<file path="src/hdl/mcs_pkg.sv">
// shared constants, types and field layouts for the client stream and status block
package mcs_pkg;
  // receive datapath geometry
  localparam int MCS_WORD_BITS = 64;                     // one half of the receive beat
  localparam int MCS_WORDS = 2;                          // words per beat
  localparam int MCS_DATA_BITS = MCS_WORD_BITS * MCS_WORDS;
  localparam int MCS_BYTES = MCS_DATA_BITS / 8;
  localparam int MCS_PRE_BITS = 64;                      // preamble width
  localparam int MCS_FIFO_DEPTH = 4;                     // receive buffer depth in beats
  // receive clock figure, in kHz as printed (390.625 MHz)
  localparam int MCS_RX_CLK_KHZ = 390625;
  // transmit status word layout
  localparam int MCS_TXS_BITS = 40;
  localparam int MCS_TXS_PFC_BIT = 39;
  localparam int MCS_TXS_VLAN_BIT = 33;
  localparam int MCS_TXS_SVLAN_BIT = 32;
  localparam int MCS_TXS_FLEN_HI = 31;
  localparam int MCS_TXS_FLEN_LO = 16;
  localparam int MCS_TXS_PLEN_HI = 15;
  localparam int MCS_TXS_PLEN_LO = 0;
  // transmit error field layout
  localparam int MCS_TXE_BITS = 7;
  localparam int MCS_TXE_PLEN_BIT = 2;
  localparam int MCS_TXE_OVERSIZE_BIT = 1;
  // values after reset
  localparam logic [39:0] MCS_TXS_RESET = 40'h00_0000_0000;
  localparam logic [6:0] MCS_TXE_RESET = 7'h00;
  localparam logic [1:0] MCS_SYNC_RESET = 2'h0;

  // frame facts handed over by the transmit engine, ordered as the status word
  typedef struct packed {
    logic pfc;
    logic unicast;
    logic multicast;
    logic broadcast;
    logic pause;
    logic control;
    logic vlan;
    logic stacked_vlan;
    logic [15:0] frame_len;
    logic [15:0] payload_len;
  } mcs_tx_status_t;

  // transmit error facts
  typedef struct packed {
    logic payload_len_err;
    logic oversize;
  } mcs_tx_error_t;

  // one buffered receive beat
  typedef struct packed {
    logic sop;
    logic eop;
    logic [3:0] empty;
    logic [127:0] data;
    logic [63:0] preamble;
  } mcs_rx_beat_t;
endpackage

</file>
<file path="src/hdl/mcs_client_stream.sv">
// client side status outputs and receive stream path, with its small beat buffer
`timescale 1ns/1ps
// Overview of operation
// - status bit 32 marks stacked VLAN frame
// - status bits 31:16 carry full frame length
// - status bits 15:0 carry payload length
// - seven-bit error: bit2 length, bit1 oversize
// - receive beat is two 64-bit words
// - receive signals timed by the receive clock
// - receive clock trusted only after coding-layer ready
// - preamble output valid with start marker
// - receive strobe may gap inside frame
// - alignment marker cycles become idle cycles
// - start marks first byte, or preamble
// - end marks last payload byte, any lane
// - crc pass-through forwards FCS, end on it
// - status strobe only with meaningful status
// - empty count of unused low lanes at end
// - 40-bit status, bits 39:33 frame types

// small synchronous fifo of beats
module mcs_fifo #(
  parameter int WIDTH = 8,
  parameter int DEPTH = 4
) (
  // clock and reset
  input wire logic ref_clk,
  input wire logic rst_n,
  // fill side
  input wire logic in_valid,
  output logic in_ready,
  input wire logic [WIDTH-1:0] in_data,
  // drain side
  output logic out_valid,
  input wire logic out_ready,
  output logic [WIDTH-1:0] out_data
);
  localparam int AW = $clog2(DEPTH);
  localparam logic [AW:0] DEPTH_W = AW'(DEPTH) == '0 ? {1'b1, {AW{1'b0}}} : (AW+1)'(DEPTH);

  logic [WIDTH-1:0] mem_ff [DEPTH];  // beat storage
  logic [AW:0] wr_ptr_ff;            // write pointer with wrap bit
  logic [AW:0] rd_ptr_ff;            // read pointer with wrap bit
  logic [AW:0] count;                // beats held
  logic push;
  logic pop;

  // honest flags straight from the pointers
  assign count = wr_ptr_ff - rd_ptr_ff;
  assign in_ready = (count != DEPTH_W);
  assign out_valid = (count != '0);
  assign push = in_valid && in_ready;
  assign pop = out_valid && out_ready;
  assign out_data = mem_ff[rd_ptr_ff[AW-1:0]];

  // storage write, no reset needed on data
  always_ff @(posedge ref_clk) begin
    if (push) begin
      mem_ff[wr_ptr_ff[AW-1:0]] <= in_data;
    end
  end

  // pointer updates
  always_ff @(posedge ref_clk or negedge rst_n) begin
    if (!rst_n) begin
      wr_ptr_ff <= '0;
      rd_ptr_ff <= '0;
    end else begin
      if (push) begin
        wr_ptr_ff <= wr_ptr_ff + 1'b1;
      end
      if (pop) begin
        rd_ptr_ff <= rd_ptr_ff + 1'b1;
      end
    end
  end
endmodule

// top: transmit status outputs and receive client stream
module mcs_client_stream
  import mcs_pkg::*;
#(
  parameter int FIFO_DEPTH = MCS_FIFO_DEPTH
) (
  // clock and reset
  input wire logic ref_clk,
  input wire logic rst_n,
  // configuration
  input wire logic preamble_passthru,
  input wire logic crc_passthru,
  // coding-layer ready, from outside this domain
  input wire logic rx_pcs_ready,
  // transmit engine status handover
  input wire logic tx_stat_in_valid,
  input wire mcs_tx_status_t tx_stat_in,
  input wire mcs_tx_error_t tx_err_in,
  // transmit status toward user logic
  output logic tx_frame_status_strobe,
  output logic [39:0] tx_status_word,
  output logic [6:0] tx_error_field,
  // receive engine beats, earliest byte in lane 0
  input wire logic eng_rx_valid,
  output logic eng_rx_ready,
  input wire logic eng_rx_align_marker,
  input wire logic eng_rx_sop,
  input wire logic eng_rx_last_data,
  input wire logic [3:0] eng_rx_empty_data,
  input wire logic eng_rx_last_fcs,
  input wire logic [3:0] eng_rx_empty_fcs,
  input wire logic [127:0] eng_rx_data,
  input wire logic [63:0] eng_rx_preamble,
  // receive stream toward user logic
  output logic rx_mac_clk,
  output logic rx_clk_stable,
  input wire logic client_rx_ready,
  output logic client_rx_strobe,
  output logic client_rx_sop,
  output logic client_rx_eop,
  output logic [3:0] client_rx_empty,
  output logic [127:0] client_rx_word,
  output logic [63:0] client_rx_preamble
);
  // receive frame tracking: one-hot states
  typedef enum logic [1:0] {
    ST_DATA = 2'b01,      // forwarding frame bytes
    ST_FCS_TAIL = 2'b10   // swallowing fcs beats after the payload end
  } mcs_rx_state_t;

  logic [1:0] ready_sync_ff;        // two-flop synchroniser for coding-layer ready
  logic [39:0] tx_status_ff;        // registered status word
  logic [6:0] tx_error_ff;          // registered error field
  logic tx_strobe_ff;               // registered status strobe
  mcs_rx_state_t state_ff;          // receive tracking state
  mcs_rx_state_t nxt_state;
  mcs_rx_beat_t wr_beat;            // beat going into the buffer
  mcs_rx_beat_t rd_beat;            // beat at the buffer head
  logic wr_en;                      // beat accepted into the buffer
  logic fifo_in_ready;
  logic fifo_out_valid;
  logic drain;                      // user takes the head beat
  logic [127:0] swapped;            // byte-reversed engine data

  // the receive clock leaves on a pin; here the block's own clock plays that part
  assign rx_mac_clk = ref_clk;

  // ready comes from another layer, so it is synchronised before use
  always_ff @(posedge ref_clk or negedge rst_n) begin
    if (!rst_n) begin
      ready_sync_ff <= MCS_SYNC_RESET;
    end else begin
      ready_sync_ff <= {ready_sync_ff[0], rx_pcs_ready};
    end
  end
  assign rx_clk_stable = ready_sync_ff[1];

  // transmit status: one register stage, strobe and fields move together
  always_ff @(posedge ref_clk or negedge rst_n) begin
    if (!rst_n) begin
      tx_strobe_ff <= 1'b0;
      tx_status_ff <= MCS_TXS_RESET;
      tx_error_ff <= MCS_TXE_RESET;
    end else begin
      tx_strobe_ff <= tx_stat_in_valid;
      if (tx_stat_in_valid) begin
        // struct order lays out types, stacked tag and lengths
        tx_status_ff <= tx_stat_in;
        // reserved bits held at zero
        tx_error_ff <= MCS_TXE_RESET;
        tx_error_ff[MCS_TXE_PLEN_BIT] <= tx_err_in.payload_len_err;
        tx_error_ff[MCS_TXE_OVERSIZE_BIT] <= tx_err_in.oversize;
      end
    end
  end
  assign tx_frame_status_strobe = tx_strobe_ff;
  assign tx_status_word = tx_status_ff;
  assign tx_error_field = tx_error_ff;

  // byte reversal: engine lane 0 lands in bits 127:120
  always_comb begin
    swapped = '0;
    for (int i = 0; i < MCS_BYTES; i++) begin
      swapped[8*(MCS_BYTES-1-i) +: 8] = eng_rx_data[8*i +: 8];
    end
  end

  // fcs tail tracking: without pass-through the fcs beats are dropped
  always_comb begin
    nxt_state = state_ff;
    case (state_ff)
      ST_DATA: begin
        // payload ends but fcs continues in a later beat
        if (wr_en && !crc_passthru && eng_rx_last_data && !eng_rx_last_fcs) begin
          nxt_state = ST_FCS_TAIL;
        end
      end
      ST_FCS_TAIL: begin
        // engine beat carrying the last fcs byte closes the tail
        if (eng_rx_valid && !eng_rx_align_marker && eng_rx_last_fcs) begin
          nxt_state = ST_DATA;
        end
      end
      default: begin
        nxt_state = ST_DATA;
      end
    endcase
  end

  // state register
  always_ff @(posedge ref_clk or negedge rst_n) begin
    if (!rst_n) begin
      state_ff <= ST_DATA;
    end else begin
      state_ff <= nxt_state;
    end
  end

  // marker cycles never enter the buffer, so they show as idle cycles
  assign wr_en = eng_rx_valid && !eng_rx_align_marker && fifo_in_ready
    && (state_ff == ST_DATA);
  // tail beats are swallowed at once; the engine only stalls on a full buffer
  assign eng_rx_ready = fifo_in_ready || (state_ff == ST_FCS_TAIL) || eng_rx_align_marker;

  // assemble the beat for the buffer
  always_comb begin
    wr_beat = '0;
    wr_beat.data = swapped;
    // start flags first frame byte, in pass-through the preamble shares it
    wr_beat.sop = eng_rx_sop;
    if (crc_passthru) begin
      // end moves to the last fcs byte
      wr_beat.eop = eng_rx_last_fcs;
      wr_beat.empty = eng_rx_last_fcs ? eng_rx_empty_fcs : 4'h0;
    end else begin
      // end sits on the last payload byte, any lane
      wr_beat.eop = eng_rx_last_data;
      wr_beat.empty = eng_rx_last_data ? eng_rx_empty_data : 4'h0;
    end
    // preamble rides with the start beat only
    if (preamble_passthru && eng_rx_sop) begin
      wr_beat.preamble = eng_rx_preamble;
    end
  end

  // four-beat buffer; its fill ready stalls the engine
  mcs_fifo #(
    .WIDTH($bits(mcs_rx_beat_t)),
    .DEPTH(FIFO_DEPTH)
  ) u_rx_fifo (
    .ref_clk(ref_clk),
    .rst_n(rst_n),
    .in_valid(wr_en),
    .in_ready(fifo_in_ready),
    .in_data(wr_beat),
    .out_valid(fifo_out_valid),
    .out_ready(drain),
    .out_data(rd_beat)
  );

  // strobe drops whenever the buffer runs dry, so frames may show gaps
  assign client_rx_strobe = fifo_out_valid && rx_clk_stable;
  assign drain = client_rx_strobe && client_rx_ready;
  assign client_rx_sop = rd_beat.sop;
  assign client_rx_eop = rd_beat.eop;
  assign client_rx_empty = rd_beat.empty;
  assign client_rx_word = rd_beat.data;
  assign client_rx_preamble = rd_beat.preamble;

  // checks next to the logic they guard
  property p_svlan;
    @(posedge ref_clk) disable iff (!rst_n)
    tx_stat_in_valid |=> tx_status_word[MCS_TXS_SVLAN_BIT] == $past(tx_stat_in.stacked_vlan);
  endproperty
  a_svlan: assert property (p_svlan) else $error("stacked vlan bit wrong");

  property p_flen;
    @(posedge ref_clk) disable iff (!rst_n)
    tx_stat_in_valid |=> tx_status_word[MCS_TXS_FLEN_HI:MCS_TXS_FLEN_LO]
      == $past(tx_stat_in.frame_len);
  endproperty
  a_flen: assert property (p_flen) else $error("frame length field wrong");

  property p_plen;
    @(posedge ref_clk) disable iff (!rst_n)
    tx_stat_in_valid |=> tx_status_word[MCS_TXS_PLEN_HI:MCS_TXS_PLEN_LO]
      == $past(tx_stat_in.payload_len);
  endproperty
  a_plen: assert property (p_plen) else $error("payload length field wrong");

  property p_err;
    @(posedge ref_clk) disable iff (!rst_n)
    tx_stat_in_valid |=> tx_error_field == {4'h0, $past(tx_err_in.payload_len_err),
      $past(tx_err_in.oversize), 1'b0};
  endproperty
  a_err: assert property (p_err) else $error("error field wrong");

  property p_types;
    @(posedge ref_clk) disable iff (!rst_n)
    tx_stat_in_valid |=> tx_status_word[MCS_TXS_PFC_BIT:MCS_TXS_VLAN_BIT]
      == $past(tx_stat_in[MCS_TXS_PFC_BIT:MCS_TXS_VLAN_BIT]);
  endproperty
  a_types: assert property (p_types) else $error("frame type bits wrong");

  property p_strobe;
    @(posedge ref_clk) disable iff (!rst_n)
    tx_frame_status_strobe == $past(tx_stat_in_valid);
  endproperty
  a_strobe: assert property (p_strobe) else $error("status strobe misplaced");

  property p_marker;
    @(posedge ref_clk) disable iff (!rst_n)
    eng_rx_valid && eng_rx_align_marker && !fifo_out_valid
      |-> eng_rx_ready ##1 !fifo_out_valid;
  endproperty
  a_marker: assert property (p_marker) else $error("marker cycle buffered");

  property p_ready_gate;
    @(posedge ref_clk) disable iff (!rst_n)
    !rx_pcs_ready [*2] |=> !client_rx_strobe;
  endproperty
  a_ready_gate: assert property (p_ready_gate) else $error("strobe before ready");

  property p_swap;
    @(posedge ref_clk) disable iff (!rst_n)
    wr_en |-> wr_beat.data[127:120] == eng_rx_data[7:0]
      && wr_beat.data[7:0] == eng_rx_data[127:120];
  endproperty
  a_swap: assert property (p_swap) else $error("byte order not reversed");

  property p_empty;
    @(posedge ref_clk) disable iff (!rst_n)
    client_rx_strobe && !client_rx_eop |-> client_rx_empty == 4'h0;
  endproperty
  a_empty: assert property (p_empty) else $error("empty count outside end beat");

  property p_crc_end;
    @(posedge ref_clk) disable iff (!rst_n)
    wr_en && crc_passthru |-> wr_beat.eop == eng_rx_last_fcs;
  endproperty
  a_crc_end: assert property (p_crc_end) else $error("end not on fcs");

  property p_preamble;
    @(posedge ref_clk) disable iff (!rst_n)
    wr_en && preamble_passthru && eng_rx_sop |-> wr_beat.preamble == eng_rx_preamble;
  endproperty
  a_preamble: assert property (p_preamble) else $error("preamble not with start");

  property p_tail_drop;
    @(posedge ref_clk) disable iff (!rst_n)
    wr_en && !crc_passthru && eng_rx_last_data && !eng_rx_last_fcs |=> !wr_en;
  endproperty
  a_tail_drop: assert property (p_tail_drop) else $error("fcs beat forwarded");
endmodule

</file>
<file path="config.mk">
export PLATFORM = sky130hd
export DESIGN_NAME = mcs_client_stream
export DESIGN_NICKNAME = d
export VERILOG_FILES = /design/src/hdl/mcs_pkg.sv /design/src/hdl/mcs_client_stream.sv
export SDC_FILE = /design/constraint.sdc
export NUM_CORES = 1
export LEC_CHECK = 0
export ABC_CLOCK_PERIOD_IN_PS = 12210
export BUFFER_PORTS_ARGS = -buffer_cell sky130_fd_sc_hd__buf_2
export CORE_MARGIN = 2
export CORE_UTILIZATION = 43
export DETAILED_ROUTE_END_ITERATION = 12
export PLACE_DENSITY = 0.74
export SLEW_MARGIN = 20
export SYNTH_ARGS = -nofsm -noshare
export SYNTH_HDL_FRONTEND = slang
export SYNTH_SLANG_ARGS = --single-unit
</file>
<file path="constraint.sdc">
create_clock -name ref_clk -period 12.21 [get_ports ref_clk]
set_input_delay 2.442 -clock ref_clk [delete_from_list [all_inputs] [get_ports ref_clk]]
set_output_delay 2.442 -clock ref_clk [all_outputs]
set_load 0.02 [all_outputs]
</file>
==> Word-level counts from Yosys, hierarchy flattened <==
Memory sizes are Yosys's and may differ from the RTL's.
Index checks and enable logic that the tools add are counted.
{ "classes": {"add_sub_neg": 3, "multipliers": 0, "n_div": 0, "n_lt_le_gt_ge": 0, "n_eq_ne": 5, "n_shift": 0, "mux": 9, "bitwise_logic": 0, "reduce_logical": 19} }
{ "ops": {"columns": ["op", "count"], "rows": [
  ["64-bit 2-to-1 mux", 1],
  ["1-bit logical AND", 12],
  ["4-bit 2-to-1 mux", 2],
  ["3-bit by 1-bit adder with 3-bit output, second input constant", 2],
  ["5-bit 2-to-1 mux", 1],
  ["2-bit 2-to-1 mux", 2],
  ["2-bit != test, second input constant", 2],
  ["2-bit case mux with 2 select lines", 1],
  ["1-bit logical NOT", 3],
  ["3-bit != test, second input constant", 1],
  ["3-bit nonzero test", 1],
  ["3-bit subtractor", 1],
  ["2-bit by 1-bit == test with 1-bit output, second input constant", 1],
  ["2-bit == test, second input constant", 1],
  ["1-bit logical OR", 2],
  ["1-bit 2-to-1 mux", 2],
  ["2-bit AND reduction", 1]
]} }
{ "totals": {"ff_bits": 53, "latch_bits": 0, "ram_bits": 792, "romBits": 0, "output_inout_bits": 250, "word_cells": 44, "mem_count": 1} }
{ "mem_list": {"columns": ["memory", "words", "width", "rd", "rd_clocked_by_memory_dff", "wr", "line_no", "text"], "rows": [
  ["u_rx_fifo.mem_ff", 4, 198, 1, 0, 1, "mcs_client_stream.sv:41", "logic [WIDTH-1:0] mem_ff [DEPTH];"]
]} }

==> Longest topological paths before layout <==
{ "logic_depth": {"depth_word": 9, "mapped_depth": 8} }

==> Hierarchy <==
Synthesis repeated with hierarchy kept, for this count alone.
{ "hier_totals": {"cells_unflattened": 1271, "hier_area_um2": 31472.7} }
{ "by_module_without_submodules": {"columns": ["module", "n_inst", "cells_per_inst", "area_per_inst_um2", "seq_area_each_um2"], "rows": [
  ["mcs_fifo", 1, 1071, 28917.7, 23933.0],
  ["mcs_client_stream", 1, 200, 2555.0, 1177.4]
]} }

==> flow_summary.ini <==
[power]
power_frac_clock_pct = 30.0
pwr-share-comb_pct = 28.5
peakVddDrop_uv = 166
p_switching_w = 0.00277
p_leak_nw = 13.3
pwr-share-seq_pct = 41.6
swShare_pct = 31.2
p_int_w = 0.00611
power_density_mw_per_mm2 = 236

[die]
coreArea_mm2 = 0.0716
io_pins = 504
rows = 98
die_width_um = 273
start_util_pct = 43.5
dieHeight_um = 273
dieArea_mm2 = 0.0746

[placed_design]
place_inst = 2670
gp_congestion = 0.786
portBuffers = 498
postPlaceCellArea_mm2 = 0.0347
hpwlAfterDp_um = 40100

[timing]
slew_headroom_pct = 34.1
slew_viol_final = 0
worstMarginPinSlew_ps = 989
fin_skew_ps = 30.0
hold_violations = 0
setup_viol = 0
rsz0062_at_grt = false
fin_hold_ws_ps = 363
finalSetupTns_ps = 0

[finish]
area_growth_pct = 20.8
final_cell_area_mm2 = 0.0376
drive_gt1_share_pct = 47.5
stdcell_count = 2839
utilization_pct = 52.6
final_nets = 2074

[cts]
hold_buffers = 0
clk_latency_ps = 740
cts_tree = built
cts_resized = 0
post-cts-setup-buffer-count = 0
clkTransAtPathRegs_ps = 60

[critical_path]
r2r_cells = 7
required_ps = 9770
critPathKind = clk2out
arrival_ps = 6500
endpoint_kind = output pin
start_kind = clock port
cp_max_fo = 2

[global_route]
met1_usage_pct = 22.1
met2_usage_pct = 29.1
grt_pass1_wl_um = 98500
antenna_found_initial = 15
grt_pass1_vias = 16000
grt_max_degree = 140
gr-usage-met3_pct = 5.25
grt.overflow.total = 0
grt-busiest-layer = met2
grt_usage_pct = 17.5

[logic_synthesis]
synth_cells = 1270
synthTopCellsByCount = edfxtp_1 (792), mux4_2 (198), and3_1 (64)
yosys.area.top_type = edfxtp_1
synth.most_common_cell = edfxtp_1
synth_top_area_share_pct = 76.3
synth_edf_count = 792
yosysSeqAreaShare_pct = 80.6
syn_area_mm2 = 0.0312
async_flop_share_pct = 6.27
ys_ff_latch = 845
yosys_most_used_dff = edfxtp_1
ys_types = 30
syn_avg_cell_area_um2 = 24.5
yosys-top-cells-area = edfxtp_1 (76%), mux4_2 (14%), dfrtp_1 (4.2%)
yosysWarnings = 0

[routing]
drc_errors = 0
wl_per_cell_um = 23.2
drtIter0Drc = 1331
num_vias = 15100
wirelength_um = 65800
routed_via_density = 5.31
first_pass_iters = 5
antenna_left = 0

[worst_hold_path]
worst_hold_path_type = reg2reg
hold_depth = 0

[job]
drv_cap = 0

[status]
status = finished, final reports clean
-- metrics by stage --
stage	power (W)	setup WS (ps)
finish	0.00888	3270
detailed placement	0.00634	3530
global route	0.00926	3260
global placement	0.00630	3530
CTS	0.00902	3270
floorplan	0.00557	223
-- worst max-delay path, cell delays in order --
cell       delay (ps)
clkbuf_16         120
clkbuf_16         120
buf_2             150
-- power groups by stage --
stage / Clock [W] / Combinational, W / Sequential [W]
after global placement: 0.00000765 / 0.00256 / 0.00373
after global routing: 0.00284 / 0.00270 / 0.00372
after CTS: 0.00273 / 0.00259 / 0.00369
final: 0.00266 / 0.00253 / 0.00369
after floorplan: 0.00000957 / 0.00178 / 0.00378
after detailed placement: 0.00000765 / 0.00258 / 0.00375
-- final timing paths --
kind | startpoint | endpoint | slack, ps
setup / recovery | ref_clk | rx_mac_clk | 3270
hold / removal | ready_sync_ff[0]$_DFF_PN0_ | ready_sync_ff[1]$_DFF_PN0_ | 360
setup reg to reg | u_rx_fifo.rd_ptr_ff[1]$_DFFE_PN0P_ | u_rx_fifo.mem_ff[3][177]$_DFFE_PP_ | 8220
hold reg to reg | ready_sync_ff[0]$_DFF_PN0_ | ready_sync_ff[1]$_DFF_PN0_ | 360
max in group asynchronous | rst_n | u_rx_fifo.rd_ptr_ff[0]$_DFFE_PN0P_ | 9960
min in group asynchronous | rst_n | ready_sync_ff[1]$_DFF_PN0_ | 1730
-- per-layer routing --
layer / wire, µm / share of wire, %
met4: 1410 / 2.1
met2: 33700 / 51
met3: 5370 / 8.2
met5: 67 / 0.10
met1: 25200 / 38
-- state kept, by name, summed over array words and instances, names as in the netlist --
| name | flops |
|---|---|
| tx_frame_status_strobe | 1 |
| state_ff | 2 |
| u_rx_fifo.mem_ff | 792 |
| ready_sync_ff | 2 |
| tx_error_field | 2 |
| u_rx_fifo.rd_ptr_ff | 3 |
| tx_status_word | 40 |
| u_rx_fifo.wr_ptr_ff | 3 |
-- cell families after synthesis --
kind of cell | synth area share (%)
fa+ha+maj | 0.281
other cells | 0.0120
xor+xnor | 0.169
mux | 15.9
compound gates | 0.289
buf+inv | 1.19
simple gates | 1.59
flops | 80.6
-- area by class of cell --
class	count	area, µm²
antenna	8	20.0
clock buffer	107	2370
clock inverter	55	554
fill	5559	34000
inverter	8	37.5
multi-input combinational	352	5720
sequential	845	25100
tap	950	1190
timing repair buffer	514	2640
-- layout by cell type, fill, tap and decap left out, types with 3 or more instances in the layout --
cell and count:
clkinvlp_4 5, xnor2_1 3, a31oi_1 3, clkbuf_1 13, buf_4 19, conb_1 5
clkinv_2 12, mux2_2 44, inv_6 3, nand2_1 5, clkinv_1 20, mux4_2 198
a32o_1 3, nor2_4 3, diode_2 8, clkbuf_16 92, edfxtp_1 792, buf_2 495
inv_1 7, dfrtp_1 50, xor2_1 3, ha_1 7, and3_1 64, bufinv_16 7
(Power assumes the default switching activity.)
